<file path="config.mk">
export PLATFORM = sky130hd
export DESIGN_NAME = uart_c2_ctrl
export DESIGN_NICKNAME = d
export VERILOG_FILES = /design/src/uart_c2_pkg.sv /design/src/pin_sync.sv /design/src/uart_c2_ctrl.sv
export SDC_FILE = /design/constraint.sdc
export NUM_CORES = 1
export LEC_CHECK = 0
export ABC_AREA = 0
export BUFFER_PORTS_ARGS = -buffer_cell sky130_fd_sc_hd__buf_2
export CAP_MARGIN = 20
export CORE_MARGIN = 2
export CORE_UTILIZATION = 49
export DETAILED_ROUTE_END_ITERATION = 12
export PLACE_DENSITY = 0.79
export SETUP_SLACK_MARGIN = 0.2
export SLEW_MARGIN = 20
export SYNTH_ARGS = -nofsm -noshare
export SYNTH_HDL_FRONTEND = slang
export SYNTH_SLANG_ARGS = --single-unit
export TNS_END_PERCENT = 100
</file>
<file path="constraint.sdc">
create_clock -name sys_clk -period 2.35 [get_ports sys_clk]
set_input_delay 0.235 -clock sys_clk [delete_from_list [all_inputs] [get_ports sys_clk]]
set_output_delay 0.235 -clock sys_clk [all_outputs]
set_load 0.005 [all_outputs]
</file>
<file path="src/uart_c2_pkg.sv">
package uart_c2_pkg;
    // Register byte offsets on the Avalon-MM slave
    localparam logic [3:0] OFF_CTRL2  = 4'h0;
    localparam logic [3:0] OFF_CONFIG = 4'h4;
    localparam logic [3:0] OFF_STATUS = 4'h8;

    // Control register two field positions
    localparam int C2_TX_EMPTY_IE = 7;
    localparam int C2_DONE_IE     = 6;
    localparam int C2_RCV_IE      = 5;
    localparam int C2_IDLE_IE     = 4;
    localparam int C2_XMIT_ON     = 3;
    localparam int C2_RX_ON       = 2;
    localparam int C2_RCV_SLEEP   = 1;
    localparam int C2_BREAK_QUEUE = 0;

    // Configuration register field positions
    localparam int CFG_LOOPBACK   = 0;
    localparam int CFG_RCV_SOURCE = 1;
    localparam int CFG_WIRE_DIR   = 2;
    localparam int CFG_LONG_BREAK = 3;
    localparam int CFG_WAKE_SEL   = 4;
    localparam int CFG_NINE_BIT   = 5;
    localparam int CFG_PARITY     = 6;

    // Status register field positions
    localparam int ST_TX_EMPTY  = 0;
    localparam int ST_DONE      = 1;
    localparam int ST_RCV_FULL  = 2;
    localparam int ST_QUIET     = 3;
    localparam int ST_TX_OWN    = 4;
    localparam int ST_RX_OWN    = 5;
    localparam int ST_GEN_BUSY  = 6;
    localparam int ST_IRQ       = 7;

    // Reset values
    localparam logic [7:0] CTRL2_RST  = 8'h00;
    localparam logic [7:0] CONFIG_RST = 8'h00;

    // Special character lengths in bit times
    localparam logic [3:0] CHAR_BITS_BASE = 4'ha;
    localparam logic [3:0] BREAK_BITS_LONG = 4'hd;
    localparam logic [3:0] BITS_ONE        = 4'h1;

    // Special character generator states, Gray along rest, break, idle
    typedef enum logic [1:0] {
        GEN_REST  = 2'b00,
        GEN_BREAK = 2'b01,
        GEN_IDLE  = 2'b11
    } gen_e;
endpackage

</file>
<file path="src/pin_sync.sv">
`timescale 1ns/1ns
module pin_sync #(
    parameter int         W   = 2,
    parameter logic [1:0] RST = 2'h3
) (
    input  wire logic         sys_clk,   // Module clock
    input  wire logic         resetn,    // Synchronous reset, active low
    input  wire logic         clk_en,    // Freezes state while low
    input  wire logic [W-1:0] pin_in,    // Asynchronous pin levels
    output logic      [W-1:0] pin_out    // Filtered levels, registered
);
    // Three stages and the accepted level
    typedef struct packed {
        logic [W-1:0] s1;
        logic [W-1:0] s2;
        logic [W-1:0] s3;
        logic [W-1:0] lvl;
    } sync_s;

    sync_s        s_q;    // Present state
    sync_s        s_d;    // Next state
    logic [W-1:0] agree;  // Stages two and three equal, per bit

    // Shift chain, accept a level once stages two and three agree
    always_comb begin
        s_d     = s_q;
        s_d.s1  = pin_in;
        s_d.s2  = s_q.s1;
        s_d.s3  = s_q.s2;
        // Hold the old level while the stages still disagree
        s_d.lvl = (agree & s_q.s3) | (~agree & s_q.lvl);
    end

    // Per bit agreement of stages two and three
    for (genvar i = 0; i < W; i++) begin : g_bit
        assign agree[i] = (s_q.s2[i] == s_q.s3[i]);
    end

    // State register, every stage resets to the idle level
    always_ff @(posedge sys_clk) begin
        if (!resetn) begin
            s_q <= {4{RST[W-1:0]}};
        end else if (clk_en) begin
            s_q <= s_d;
        end
    end

    assign pin_out = s_q.lvl;
endmodule

</file>
<file path="src/uart_c2_ctrl.sv">
// Our own choices: the Avalon-MM interface to the registers and the address map.
`timescale 1ns/1ns
// Overview of operation
// - Transmit empty enable gates empty flag interrupt
// - Done enable gates send done interrupt
// - Receive enable gates buffer full interrupt
// - Idle enable gates quiet line interrupt
// - Transmitter runs and drives pin when on
// - Single wire mode: direction bit steers pin
// - Off then on while busy queues idle
// - Pin held until pending characters finish
// - Receiver active only while receive enabled
// - Loopback releases receive pin always
// - Writing sleep puts receiver in standby
// - Wake by idle line or address mark
// - Hardware clears sleep on wake condition while receive enabled
// - Writing one then zero queues break
// - Breaks repeat while queue bit held and transmitter on
// - A second break may be queued
// - Control register accessible at any time
// - Loopback feeds receiver from transmit path
// - Address mark bit eight or nine
module uart_c2_ctrl (
    input  wire logic        sys_clk,          // Module clock, 100 MHz
    input  wire logic        resetn,           // Synchronous reset, active low
    input  wire logic        clk_en,           // Freezes all state while low
    input  wire logic [3:0]  avs_address,      // Byte address
    input  wire logic        avs_read,         // Read request
    input  wire logic        avs_write,        // Write request
    input  wire logic [31:0] avs_writedata,    // Write data
    output logic      [31:0] avs_readdata,     // Read data
    output logic             avs_waitrequest,  // Stall the master
    input  wire logic        tx_buf_empty,     // Transmit buffer empty flag
    input  wire logic        send_done_flag,   // Transmission complete flag
    input  wire logic        rcv_buf_full,     // Receive buffer full flag
    input  wire logic        line_quiet_flag,  // Idle line flag
    input  wire logic        bit_tick,         // One pulse per bit time
    input  wire logic        data_busy,        // Data shifter sending
    input  wire logic        data_bit,         // Data shifter output bit
    input  wire logic        rx_char_done,     // Received character pulse
    input  wire logic        rx_msb8,          // Eighth data bit of it
    input  wire logic        rx_msb9,          // Ninth data bit of it
    input  wire logic        rx_idle_seen,     // Idle line detected pulse
    input  wire logic        tx_pin_i,         // Transmit pin level in
    output logic             tx_pin_o,         // Transmit pin level out
    output logic             tx_pin_oe_n,      // Pin drive enable, low drives
    output logic             tx_pin_owned,     // Pin held by transmitter
    input  wire logic        rx_pin_i,         // Receive pin level in
    output logic             rx_pin_owned,     // Pin held by receiver
    output logic             rx_line,          // Serial input to receiver
    output logic             xmit_run,         // Shifter may start data
    output logic             rcv_run,          // Receiver active
    output logic             rcv_asleep,       // Receiver in standby
    output logic             irq               // Interrupt request
);
    // All state of the block
    typedef struct packed {
        logic [7:0]           ctrl2;      // Control register two
        logic [7:0]           cfg;        // Configuration register
        uart_c2_pkg::gen_e    gen;        // Special character state
        logic [3:0]           bits_left;  // Bit times left in character
        logic                 brk_pend;   // One break owed
        logic                 idle_pend;  // One idle character owed
        logic                 wait_q;     // Waitrequest
        logic [7:0]           rdata;      // Read data
        logic                 tx_o;       // Pin level
        logic                 tx_oe_n;    // Pin drive enable
        logic                 tx_own;     // Transmitter holds pin
        logic                 rx_own;     // Receiver holds pin
        logic                 rx_line;    // Receiver input
        logic                 irq;        // Interrupt
    } state_s;

    state_s s_q;  // Present state
    state_s s_d;  // Next state

    logic [1:0] pins_sync;  // Filtered pin levels, tx then rx
    logic       irq_cond;   // Any enabled flag raised
    logic       busy;       // Any transmit traffic
    logic       wr_c2;      // Accepted write to control two
    logic       wake;       // Wake condition seen
    logic       single;     // Single wire mode
    logic [3:0] char_len;   // Idle or break length
    logic [7:0] wdat;       // Low write byte

    // Pin synchronisers
    pin_sync #(
        .W   (2),
        .RST (2'h3)
    ) u_sync (
        .sys_clk (sys_clk),
        .resetn  (resetn),
        .clk_en  (clk_en),
        .pin_in  ({tx_pin_i, rx_pin_i}),
        .pin_out (pins_sync)
    );

    assign wdat   = avs_writedata[7:0];
    assign wr_c2  = avs_write && !s_q.wait_q && (avs_address == uart_c2_pkg::OFF_CTRL2);
    assign single = s_q.cfg[uart_c2_pkg::CFG_LOOPBACK] && s_q.cfg[uart_c2_pkg::CFG_RCV_SOURCE];
    assign busy   = data_busy || (s_q.gen != uart_c2_pkg::GEN_REST)
                    || s_q.brk_pend || s_q.idle_pend;

    assign irq_cond = (s_q.ctrl2[uart_c2_pkg::C2_TX_EMPTY_IE] && tx_buf_empty)
                    || (s_q.ctrl2[uart_c2_pkg::C2_DONE_IE] && send_done_flag)
                    || (s_q.ctrl2[uart_c2_pkg::C2_RCV_IE] && rcv_buf_full)
                    || (s_q.ctrl2[uart_c2_pkg::C2_IDLE_IE] && line_quiet_flag);

    always_comb begin
        if (s_q.cfg[uart_c2_pkg::CFG_WAKE_SEL]) begin
            // Address mark
            wake = rx_char_done
                   && (s_q.cfg[uart_c2_pkg::CFG_NINE_BIT] ? rx_msb9 : rx_msb8);
        end else begin
            // Idle line
            wake = rx_idle_seen;
        end
    end

    // break and idle length by frame size
    always_comb begin
        char_len = s_q.cfg[uart_c2_pkg::CFG_LONG_BREAK] && (s_q.gen != uart_c2_pkg::GEN_IDLE)
                   ? uart_c2_pkg::BREAK_BITS_LONG : uart_c2_pkg::CHAR_BITS_BASE;
        char_len = char_len + {3'h0, s_q.cfg[uart_c2_pkg::CFG_NINE_BIT]}
                   + {3'h0, s_q.cfg[uart_c2_pkg::CFG_PARITY]};
    end

    // Next state
    always_comb begin
        s_d = s_q;
        // Bus answer one cycle after request
        s_d.wait_q = !((avs_read || avs_write) && s_q.wait_q);
        if (avs_read && s_q.wait_q) begin
            case (avs_address)
                uart_c2_pkg::OFF_CTRL2: begin
                    s_d.rdata = s_q.ctrl2;
                end
                uart_c2_pkg::OFF_CONFIG: begin
                    s_d.rdata = s_q.cfg;
                end
                uart_c2_pkg::OFF_STATUS: begin
                    s_d.rdata = '0;
                    s_d.rdata[uart_c2_pkg::ST_TX_EMPTY] = tx_buf_empty;
                    s_d.rdata[uart_c2_pkg::ST_DONE]     = send_done_flag;
                    s_d.rdata[uart_c2_pkg::ST_RCV_FULL] = rcv_buf_full;
                    s_d.rdata[uart_c2_pkg::ST_QUIET]    = line_quiet_flag;
                    s_d.rdata[uart_c2_pkg::ST_TX_OWN]   = s_q.tx_own;
                    s_d.rdata[uart_c2_pkg::ST_RX_OWN]   = s_q.rx_own;
                    s_d.rdata[uart_c2_pkg::ST_GEN_BUSY] = (s_q.gen != uart_c2_pkg::GEN_REST);
                    s_d.rdata[uart_c2_pkg::ST_IRQ]      = s_q.irq;
                end
                // Unmapped reads as zero
                default: begin
                    s_d.rdata = '0;
                end
            endcase
        end

        if (wake && s_q.ctrl2[uart_c2_pkg::C2_RX_ON]) begin
            s_d.ctrl2[uart_c2_pkg::C2_RCV_SLEEP] = 1'b0;
        end

        // Special character generator
        case (s_q.gen)
            uart_c2_pkg::GEN_REST: begin
                if (!data_busy) begin
                    if (s_q.brk_pend
                        || (s_q.ctrl2[uart_c2_pkg::C2_BREAK_QUEUE]
                            && s_q.ctrl2[uart_c2_pkg::C2_XMIT_ON])) begin
                        s_d.gen       = uart_c2_pkg::GEN_BREAK;
                        s_d.brk_pend  = 1'b0;
                        s_d.bits_left = '0;
                    end else if (s_q.idle_pend) begin
                        s_d.gen       = uart_c2_pkg::GEN_IDLE;
                        s_d.idle_pend = 1'b0;
                        s_d.bits_left = '0;
                    end
                end
            end
            uart_c2_pkg::GEN_BREAK, uart_c2_pkg::GEN_IDLE: begin
                // Count bit times, load length on first tick
                if (bit_tick) begin
                    if (s_q.bits_left == '0) begin
                        s_d.bits_left = char_len - uart_c2_pkg::BITS_ONE;
                    end else if (s_q.bits_left == uart_c2_pkg::BITS_ONE) begin
                        s_d.gen       = uart_c2_pkg::GEN_REST;
                        s_d.bits_left = '0;
                    end else begin
                        s_d.bits_left = s_q.bits_left - uart_c2_pkg::BITS_ONE;
                    end
                end
            end
            default: begin
                s_d.gen = uart_c2_pkg::GEN_REST;
            end
        endcase

        // Register writes, set wins over hardware clears
        if (avs_write && !s_q.wait_q) begin
            case (avs_address)
                uart_c2_pkg::OFF_CTRL2: begin
                    s_d.ctrl2 = wdat;
                    if (wdat[uart_c2_pkg::C2_XMIT_ON]
                        && !s_q.ctrl2[uart_c2_pkg::C2_XMIT_ON] && busy) begin
                        s_d.idle_pend = 1'b1;
                    end
                    // rising queue bit owes one break
                    // it may add to a held repeat
                    if (wdat[uart_c2_pkg::C2_BREAK_QUEUE]
                        && !s_q.ctrl2[uart_c2_pkg::C2_BREAK_QUEUE]) begin
                        s_d.brk_pend = 1'b1;
                    end
                end
                uart_c2_pkg::OFF_CONFIG: begin
                    s_d.cfg = wdat;
                end
                // Status and unmapped ignore writes
                default: begin
                    s_d.cfg = s_q.cfg;
                end
            endcase
        end

        s_d.tx_own = s_q.ctrl2[uart_c2_pkg::C2_XMIT_ON] || busy;
        s_d.tx_oe_n = !(s_q.tx_own && (!single || s_q.cfg[uart_c2_pkg::CFG_WIRE_DIR]));
        // Pin level: data, break low, else mark
        if (data_busy) begin
            s_d.tx_o = data_bit;
        end else begin
            s_d.tx_o = (s_q.gen != uart_c2_pkg::GEN_BREAK);
        end
        // receiver holds pin only when on
        s_d.rx_own = s_q.ctrl2[uart_c2_pkg::C2_RX_ON] && !s_q.cfg[uart_c2_pkg::CFG_LOOPBACK];
        // loopback sources receiver from transmit side
        if (s_q.cfg[uart_c2_pkg::CFG_LOOPBACK]) begin
            s_d.rx_line = s_q.cfg[uart_c2_pkg::CFG_RCV_SOURCE] ? pins_sync[1] : s_q.tx_o;
        end else begin
            s_d.rx_line = pins_sync[0];
        end
        s_d.irq = irq_cond;
    end

    // State register
    always_ff @(posedge sys_clk) begin
        if (!resetn) begin
            s_q         <= '0;
            s_q.ctrl2   <= uart_c2_pkg::CTRL2_RST;
            s_q.cfg     <= uart_c2_pkg::CONFIG_RST;
            s_q.wait_q  <= 1'b1;
            s_q.tx_o    <= 1'b1;
            s_q.tx_oe_n <= 1'b1;
            s_q.rx_line <= 1'b1;
        end else if (clk_en) begin
            s_q <= s_d;
        end
    end

    // Outputs straight from state
    assign avs_readdata    = {24'h00_0000, s_q.rdata};
    assign avs_waitrequest = s_q.wait_q;
    assign tx_pin_o        = s_q.tx_o;
    assign tx_pin_oe_n     = s_q.tx_oe_n;
    assign tx_pin_owned    = s_q.tx_own;
    assign rx_pin_owned    = s_q.rx_own;
    assign rx_line         = s_q.rx_line;
    assign xmit_run        = s_q.ctrl2[uart_c2_pkg::C2_XMIT_ON];
    assign rcv_run         = s_q.ctrl2[uart_c2_pkg::C2_RX_ON];
    assign rcv_asleep      = s_q.ctrl2[uart_c2_pkg::C2_RCV_SLEEP];
    assign irq             = s_q.irq;
endmodule

</file>
### Yosys cells after proc, flatten, opt, wreduce, memory -nomap -nowiden

Index checks and enable logic that the tools add are counted.

* flip-flop bits (word level): 47
* input bits: 54
* word-level logic and storage cells: 114

* add/subtract/negate cells: 4
* equal/unequal tests: 14
* multiplexer cells: 28
* bitwise gates (word level): 4
* reductions and logical operators: 45

Operators by type and width (count)
* $pmux 8 s3: 1
* $mux 6: 3
* $logic_and 1x1->1: 17
* $mux 8: 2
* $mux 2: 6
* $logic_or 1x1->1: 10
* $mux 1: 10
* $mux 10: 1
* $ne 2x2->1 const B: 5
* $add 4x1->4: 2
* $logic_not 4->1: 2
* $mux 4: 2
* $pmux 4 s2: 1
* $sub 4x1->4 const B: 2
* $logic_not 1->1: 7
* $reduce_and 3->1: 2
* $reduce_and 6->1: 1
* $reduce_and 5->1: 1
* $and 2x2->2: 2
* $eq 4x1->1 const B: 1
* $eq 4x3->1 const B: 1
* $eq 4x4->1 const B: 1
* $pmux 2 s2: 1
* $reduce_bool 2->1: 2
* other kinds (11): 12

### Depth between registers and ports, before layout

Gate-level depths: netlist of run 1.

* word-level depth: 9
* depth in mapped cells: 8
* mapped depth without buffers: 7

### Hierarchy

Synthesis of run 1 repeated with hierarchy kept, for this count alone.

* cells, all modules: 288
* area total of the unflattened synthesis: 2592.5 um^2

Modules (own cells, without submodules)
* uart_c2_ctrl: instances 1, cells an instance 257, area an instance 2263.4 um^2, seq. area each 780.7 um^2
* pin_sync: instances 1, cells an instance 31, area an instance 329.1 um^2, seq. area each 160.2 um^2

### Least setup slack after synthesis of run 1

OpenSTA, ideal clock, no wires.

* path kind: reg-to-reg
* start: reg s_q[21] (netlist bit)
* end: reg s_q[19] (netlist bit)
* arrival time: 1799 ps
* data required time: 2233 ps
* setup slack: 434 ps
* stages on the path, launching flop included: 9
* clock period less this slack: 1916 ps
* cells stage by stage: dfxtp_1 clkbuf_1 a21bo_2 ha_1 inv_1 ha_1 ha_1 o31a_1 a32o_1

* longest elaborated chain between the ends: 9
* elaborated cells on any way between the ends: 18

RTL lines
* from (decl): RTL line uart_c2_ctrl.sv:74 `state_s s_q;`
* $ne 2x2->1: RTL line uart_c2_ctrl.sv:122 `char_len = s_q.cfg[uart_c2_pkg::CFG_LONG_BREAK] && (s_q.gen != uart_c2_pkg::GEN_IDLE)`
* $logic_and 1x1->1: RTL line uart_c2_ctrl.sv:122
* $mux 3: RTL line uart_c2_ctrl.sv:123 `? uart_c2_pkg::BREAK_BITS_LONG : uart_c2_pkg::CHAR_BITS_BASE;`
* $add 4x1->4: RTL line uart_c2_ctrl.sv:124 `char_len = char_len + {3'h0, s_q.cfg[uart_c2_pkg::CFG_NINE_BIT]}`
* $add 4x1->4: RTL line uart_c2_ctrl.sv:125 `+ {3'h0, s_q.cfg[uart_c2_pkg::CFG_PARITY]};`
* $sub 4x1->4: RTL line uart_c2_ctrl.sv:184 `s_d.bits_left = char_len - uart_c2_pkg::BITS_ONE;`
* $mux 4: RTL line uart_c2_ctrl.sv:183 `if (s_q.bits_left == '0) begin`
* $mux 6: RTL line uart_c2_ctrl.sv:182 `if (bit_tick) begin`
* $pmux 4 s2: RTL line uart_c2_ctrl.sv:164 `case (s_q.gen)`

Parallel ways exist; a longest one is shown, timed or not. The select of a mux whose other input is x is not followed.
A chain may end at the register's enable or synchronous reset.

### Worst setup path in the final report of run 1

Same ends and word-level chain as after synthesis.

==> metrics.md, run 1 <==
| Metric | Value |
|---|---|
| Status | `complete, no violations` |
| Drt first pass iters | `4` |
| Rel. slew slack | `62.6%` |
| Layout overhead on the synthesized area | `10.8%` |
| Nature of the critical path startpoint | `register` |
| CP arrival | `2140 ps` |
| Mapped Avg Cell Area | `8.74 sq um` |
| Hold Path Class | `input pin to register` |
| Synth Register Bits | `47` |
| Worst-path clk slew | `90 ps` |
| Clk_skew | `7.66 ps` |
| Chip Height | `76.5 microns` |
| Mapped Area | `2580 sq um` |
| H-tree Lvls | `2` |
| CP Capture Type | `register` |
| CTS Hold Bufs | `0` |
| Synth cell types | `44` |
| Post-route minimum period | `1930 ps` |
| Crit Path Category | `register to register` |
| Post-CTS repair timing setup buffer count | `0` |
| Num Clock Sinks | `47` |
| Final setup fails | `0` |
| HPWL after DPL | `4.16 mm` |
| # Max-Cap Violations | `0` |
| Worst IR Drop VDD | `541 uV` |
| DIE WIDTH | `76.5 microns` |
| Avg WL per Cell | `13.8 microns` |
| Share of cells above drive strength 1 | `20.3%` |
| CTS buffer count | `5` |
| Fillers | `474` |
| # DRC | `0` |
| Diodes inserted | `0` |
| WL final | `5.61 mm` |
| Mux cell area share after synthesis | `7.42%` |
| Total grt overflow | `0` |
| Mapped Cells | `295` |
| RSZ-0062 raised after global routing | `no` |
| DIE AREA | `5860 sq um` |
| CTS max path bufs | `2` |
| Layout Nets | `396` |
| DRT antenna net count | `0` |
| Synth Area in Adders | `4.17%` |
| Tcrit/Tclk final | `81.9%` |
| Clk root buf | `clkbuf_8` |
| Initial Util | `50.5%` |
| WHS | `142 ps` |
| Slew Limit Fails | `0` |
| Post-synthesis sequential area ratio | `36.5%` |
| Placer congestion estimate | `0.802` |
| Pwr per Cell Area | `546 nW/um^2` |
| Post-Synth Simple-Gate Area | `18.4%` |
| Leakage | `1.14 nW` |
| Endpoints failing hold | `0` |
| Worst Path Max Fanout | `11` |
| Overall Global Routing Usage | `19.6%` |
| Num ports | `96` |
| FF+latch area | `941 sq um` |
| Setup tns final | `0 ps` |
| Starting DRT DRC Count | `122` |
| Largest net degree at the start of global routing | `35` |
| First-pass GRT wire length | `9.35 mm` |
| Initial antenna violation count | `0` |
| Max Clk Rate | `0.519 GHz` |
| Worst-Margin Slew | `560 ps` |
| CTS tree | `yes` |
| Post-Synth XOR/XNOR Area | `0%` |
| Vias in the first global route | `1977` |
| Worst path required time | `2560 ps` |
| Post-cts resize count | `0` |
| Multi-input logic area | `1390 sq um` |
| Std cell rows | `26` |
| Total number of vias | `2129` |
| Clk_lat worst skew | `310 ps` |
| Input/output buffers | `47` |
| Placeable Area | `5110 sq um` |
| Synth warn | `0` |
| Largest family of logic cells by synthesized area | `compound AO/OA/AOI/OAI gates` |
| Vias per Instance | `5.26` |
| Compound-Gate Fraction of Synth Area | `20.2%` |
-- report_power, final --
| part | internal (W) | switching (W) | total, W |
|---|---|---|---|
| registers | 0.000806 | 0.00000857 | 0.000815 |
| logic | 0.0000507 | 0.0000739 | 0.000125 |
| clock network | 0.000344 | 0.000277 | 0.000621 |
| total | 0.00120 | 0.000359 | 0.00156 |
-- synthesized netlist by cell type (all sizes together) --
master   count  area share [%]
nor2         7             1.0
clkbuf       8             1.2
a21oi       18             3.5
nor4         1            0.82
nand2b       3            0.73
a22oi        2            0.58
o2bb2ai      1            0.34
mux2         1            0.44
nor3         4            0.78
nor2b       12             2.9
o31ai        2            0.58
ha           7             3.4
a32oi        1            0.34
and4b        2            0.78
o31a         1            0.34
buf         36              10
nand3        3            0.58
fa           1            0.78
mux2i       18             7.0
o211ai       2            0.58
or4          1            0.29
a2111oi      1            0.58
and2         8             1.9
a21boi       8             2.3
nor4b        2             1.5
a221oi       9             3.1
nand2       42             6.1
o2111ai      2            0.68
a211oi       2            0.58
dfxtp       47              36
nand4b       1            0.34
inv         12             1.7
and4         1            0.34
a31oi        3            0.73
a21bo        2            0.78
nor3b        1            0.29
o41ai        1            0.34
o21ai       17             3.3
a32o         4             1.6
conb         1            0.15
-- registers in the layout, indices dropped and copies added, names as in the netlist, named ones only --
register / count
xmit_run: 1
rx_line: 1
s_q: 21
irq: 1
tx_pin_o: 1
rcv_asleep: 1
rcv_run: 1
tx_pin_oe_n: 1
u_sync.s_d: 4
avs_waitrequest: 1
rx_pin_owned: 1
u_sync.s_q: 2
tx_pin_owned: 1
avs_readdata: 8
-- worst paths after layout --
path                               start       endpoint  slack [ps]  cells past startpoint
worst max-delay path             s_q[21]        s_q[19]         420                      7
worst min-delay path            tx_pin_i  u_sync.s_d[5]         140                      3
worst max register to register   s_q[21]        s_q[19]         420                      7
worst min register to register   rx_line        rx_line         480                      2
-- final cells by class --
type	instances	share of cell area, %
timing repair buffer	53	9.81
clock inverter	2	1.23
sequential	47	32.9
inverter	12	1.58
clock buffer	6	2.89
tap	70	3.07
multi-input combinational	215	48.5
-- layer usage --
metal	share of wire, %	GRT usage, %	vias to the layer above
met5	0	0	-
met4	1.3	6.91	0
met3	6.0	4.03	9
met2	47	32.6	71
met1	46	25.2	990
li1	-	-	1059
-- worst max-delay path, stage by stage, from the launching register on --
cell and delay (ps):
dfxtp_1 410, a21bo_2 280, ha_1 270, inv_1 30, ha_1 170, ha_1 170, o31a_1 290, a32o_1 200
-- cells in the final DEF (no fill, tap or decap), types with 2 or more instances in the layout --
cell type / netlist / final
nand2b_1: 3 / 3
buf_4: 34 / 6
a22oi_1: 2 / 2
o31ai_1: 2 / 2
nand3_1: 3 / 3
a21boi_0: 7 / 7
buf_2: 1 / 47
o2111ai_1: 2 / 2
a211oi_1: 2 / 2
dfxtp_1: 47 / 47
ha_1: 7 / 7
a32o_1: 4 / 4
nor2_1: 7 / 7
o21ai_0: 17 / 17
a221oi_1: 9 / 9
and4b_1: 2 / 2
nor3_1: 4 / 4
a21oi_1: 18 / 18
and2_1: 8 / 8
mux2i_1: 18 / 18
inv_1: 12 / 12
a21bo_2: 2 / 2
clkbuf_8: 0 / 6
nand2_1: 42 / 42
a31oi_1: 3 / 3
o211ai_1: 2 / 2
conb_1: 1 / 24
nor2b_1: 12 / 12
-- per-stage QoR --
stage	instance area, sq um	instances	total power, W	util [%]	setup slack, ps
after global placement	2740	397	0.000954	53.6	457
after detailed placement	2740	397	0.000957	53.6	439
after global routing	2860	405	0.00162	55.9	356
final	2860	405	0.00156	55.9	424
after CTS	2860	405	0.00157	55.9	425
after floorplan	2670	318	0.000925	-	434
-- cells by family after synthesis --
kind of cell               after synthesis
adders and majority gates                8
and+or+nand+nor                         88
AOI/OAI and AO/OA                       76
muxes                                   19
buffers and inverters                   56
other                                    1
DFF                                     47
Note: power is estimated with default switching activity, not from simulation.
==> inputs of run 2 (changes only) <==
--- a/config.mk
+++ b/config.mk
@@ -9,9 +9,9 @@
 export BUFFER_PORTS_ARGS = -buffer_cell sky130_fd_sc_hd__buf_2
 export CAP_MARGIN = 20
 export CORE_MARGIN = 2
-export CORE_UTILIZATION = 49
+export CORE_UTILIZATION = 45
 export DETAILED_ROUTE_END_ITERATION = 12
-export PLACE_DENSITY = 0.79
+export PLACE_DENSITY = 0.76
 export SETUP_SLACK_MARGIN = 0.2
 export SLEW_MARGIN = 20
 export SYNTH_ARGS = -nofsm -noshare
==> constraint.sdc (replaced) <==
create_clock -name sys_clk -period 1.6 [get_ports sys_clk]
set_input_delay 0.16 -clock sys_clk [delete_from_list [all_inputs] [get_ports sys_clk]]
set_output_delay 0.16 -clock sys_clk [all_outputs]
set_load 0.005 [all_outputs]
==> run 2 against run 1 <==
Net effect: the flow now finishes with violations (setup timing); via count rose by 4.2%; routed wire length rose by 2.7%; clock skew rose by 1.5 ps; hold slack got worse by 69 ps; final cell count rose by 4.2%; clock-buffer cell count rose by 2; global-route usage fell by 0.66 points; combinational power rose by 59%; total power rose by 39%; sequential power rose by 46%; critical path type unchanged; critical endpoint unchanged; largest power group unchanged.
==> metrics.md, run 2 (synthesis gave the netlist of run 1 again) <==
| Metric | Value |
|---|---|
| Share of cells above drive strength 1 | `28.9% (was 20.3%)` |
| Leakage | `1.23 nW (was 1.14 nW)` |
| Slowest-stage cell, CP | `dfxtp_2 (was dfxtp_1)` |
| Worst setup path startpoint | `s_q[26] (was s_q[21])` |
| Violated checks | `setup timing` |
| # DRC | `0 (unchanged)` |
| Max incr delay on CP | `330 ps (was 410 ps)` |
| Layout Nets | `411 (was 396)` |
| Worst Path Max Fanout | `2 (was 11)` |
| # Max-Cap Violations | `0 (unchanged)` |
| First-pass GRT wire length | `9.42 mm (was 9.35 mm)` |
| Pwr per Cell Area | `705 nW/um^2 (was 546 nW/um^2)` |
| Place WS | `-90.7 ps (was 439 ps)` |
| Input/output buffers | `47 (unchanged)` |
| CTS tree | `yes (unchanged)` |
| Std cell rows | `27 (was 26)` |
| Tcrit/Tclk final | `105% (was 81.9%)` |
| Initial Util | `46.8% (was 50.5%)` |
| Initial antenna violation count | `0 (unchanged)` |
| CTS buffer count | `5 (unchanged)` |
| Overall Global Routing Usage | `18.9% (was 19.6%)` |
| Tot Pwr | `0.00218 W (was 0.00156 W)` |
| Worst path required time | `1800 ps (was 2560 ps)` |
| Vias per Instance | `5.26 (about the same)` |
| Reg-to-reg endpoint | `s_q[19] (unchanged)` |
| Worst IR Drop VDD | `584 uV (was 541 uV)` |
| Diodes inserted | `0 (unchanged)` |
| Slew Limit Fails | `0 (unchanged)` |
| Final setup fails | `1 (was 0)` |
| Total grt overflow | `0 (unchanged)` |
| Nature of the critical path startpoint | `register (unchanged)` |
| Placer congestion estimate | `0.831 (was 0.802)` |
| H-tree Lvls | `2 (unchanged)` |
| Placeable Area | `5510 sq um (was 5110 sq um)` |
| CTS max path bufs | `2 (unchanged)` |
| Layout overhead on the synthesized area | `19.7% (was 10.8%)` |
| CTS Hold Bufs | `0 (unchanged)` |
| Num Clock Sinks | `47 (unchanged)` |
| WL final | `5.76 mm (was 5.61 mm)` |
| Most frequent cells in the layout | `buf_2, nand2_1, dfxtp_1 (was dfxtp_1, buf_2, nand2_1)` |
| Starting DRT DRC Count | `111 (was 122)` |
| Largest net degree at the start of global routing | `34 (was 35)` |
| Total number of vias | `2218 (was 2129)` |
| Crit Path Category | `register to register (unchanged)` |
| Max FFs per register | `21 (unchanged)` |
| Top cell by count, worst path | `ha_4 (was ha_1)` |
| DIE AREA | `6350 sq um (was 5860 sq um)` |
| Max Clk Rate | `0.595 GHz (was 0.519 GHz)` |
| Vias in the first global route | `1960 (was 1977)` |
| End of the critical path | `s_q[19] (unchanged)` |
| R2r setup slk | `-80 ps (was 420 ps)` |
| Clk root buf | `clkbuf_8 (unchanged)` |
| Worst-path clk slew | `80 ps (was 90 ps)` |
| DRT antenna net count | `0 (unchanged)` |
| Drt first pass iters | `4 (unchanged)` |
| DIE WIDTH | `79.7 microns (was 76.5 microns)` |
| Post-route minimum period | `1680 ps (was 1930 ps)` |
| HPWL after DPL | `4.43 mm (was 4.16 mm)` |
| Final WS setup | `-79.4 ps (was 424 ps)` |
| RSZ-0062 raised after global routing | `yes (was no)` |
| CP Capture Type | `register (unchanged)` |
| Hold Path Class | `input pin to register (unchanged)` |
| WHS | `73.3 ps (was 142 ps)` |
| CP arrival | `1880 ps (was 2140 ps)` |
| Status | `complete, but fails checks (was complete, no violations)` |
| Chip Height | `79.7 microns (was 76.5 microns)` |
| R2r worst-path depth | `7 (unchanged)` |
| Largest Register | `s_q (unchanged)` |
| Leading cell type in the layout, fill and taps excluded | `buf_2` |
| Worst-path cell chain | `a21bo_4 -> ha_4 -> inv_2 -> ha_4 -> ha_4 -> o31a_1 -> a32o_1 (was a21bo_2 -> ha_1 -> inv_1 -> ha_1 -> ha_1 -> o31a_1 -> a32o_1)` |
| Worst reg2reg startpoint | `s_q[26] (was s_q[21])` |
| Avg WL per Cell | `13.7 microns (was 13.8 microns)` |
| Num ports | `96 (unchanged)` |
| Clk_skew | `9.12 ps (was 7.66 ps)` |
| Endpoints failing hold | `0 (unchanged)` |
| Clk_lat worst skew | `310 ps (about the same)` |
## run 2: changes by cell type in the layout (fill, tap and decap cells not counted), moves of 2 or more
cell | before | now
buf_4 | 6 | 20
dfxtp_1 | 47 | 42
dfxtp_2 | 0 | 4
ha_1 | 7 | 2
ha_4 | 0 | 5
inv_1 | 12 | 10
## run 2: worst min path at each step
stage	cells after the start	slack, ps	start	to
2_1_floorplan	2	290	rx_pin_i	u_sync.s_d[4]
4_1_cts	3	70	rx_pin_i	u_sync.s_d[4]
5_1_grt	3	90	rx_pin_i	u_sync.s_d[4]
6_report	3	70	rx_pin_i	u_sync.s_d[4]
3_3_place_gp	3	380	tx_pin_i	u_sync.s_d[5]
3_5_place_dp	3	380	rx_pin_i	u_sync.s_d[4]
## run 2: per-stage QoR
stage	setup TNS [ps]	area [sq um]	instances	util, %
floorplan	-160	2730	318	-
global placement	-53.7	2900	413	52.6
detailed placement	-90.7	2900	413	52.6
CTS	-91.2	3040	421	55.1
global route	-380	3090	422	56.1
finish	-79.4	3090	422	56.1
## run 2: layer usage
metal / global-route usage, % / part of all wire [%] / vias to the layer above
li1: - / - / 1099
met1: 24.5 / 44 / 1043
met2: 31.0 / 48 / 69
met3: 4.52 / 6.3 / 7
met4: 6.21 / 1.4 / 0
met5: 0 / 0 / -
## run 2: where the power goes
group          total (W)  switching, W  internal, W
Sequential       0.00119     0.0000123      0.00118
Clock           0.000783      0.000388     0.000395
Combinational   0.000199      0.000114    0.0000851
## run 2: repair_timing
action / CTS / global route
setup buffers: 0 / 1
resized for setup: 11 / 9
setup endpoints to repair: 8 / 15
pin swaps: 2 / 2
## run 2: layout make-up
class                   count  area, sq um
well taps                  72         90.1
fillers                   504         2420
clock buffers               8          100
inverters                  12         47.5
multi-input cells         215         1500
repair buffers             68          397
flip-flops and latches     47          950
## run 2: worst max-delay path, delay by kind of cell (launching register included)
family / cells / cell delay, ps
adder cells (fa/ha/maj): 3 / 550
buffers and inverters: 1 / 40
flip-flops: 1 / 330
AO/OA/AOI/OAI: 3 / 650
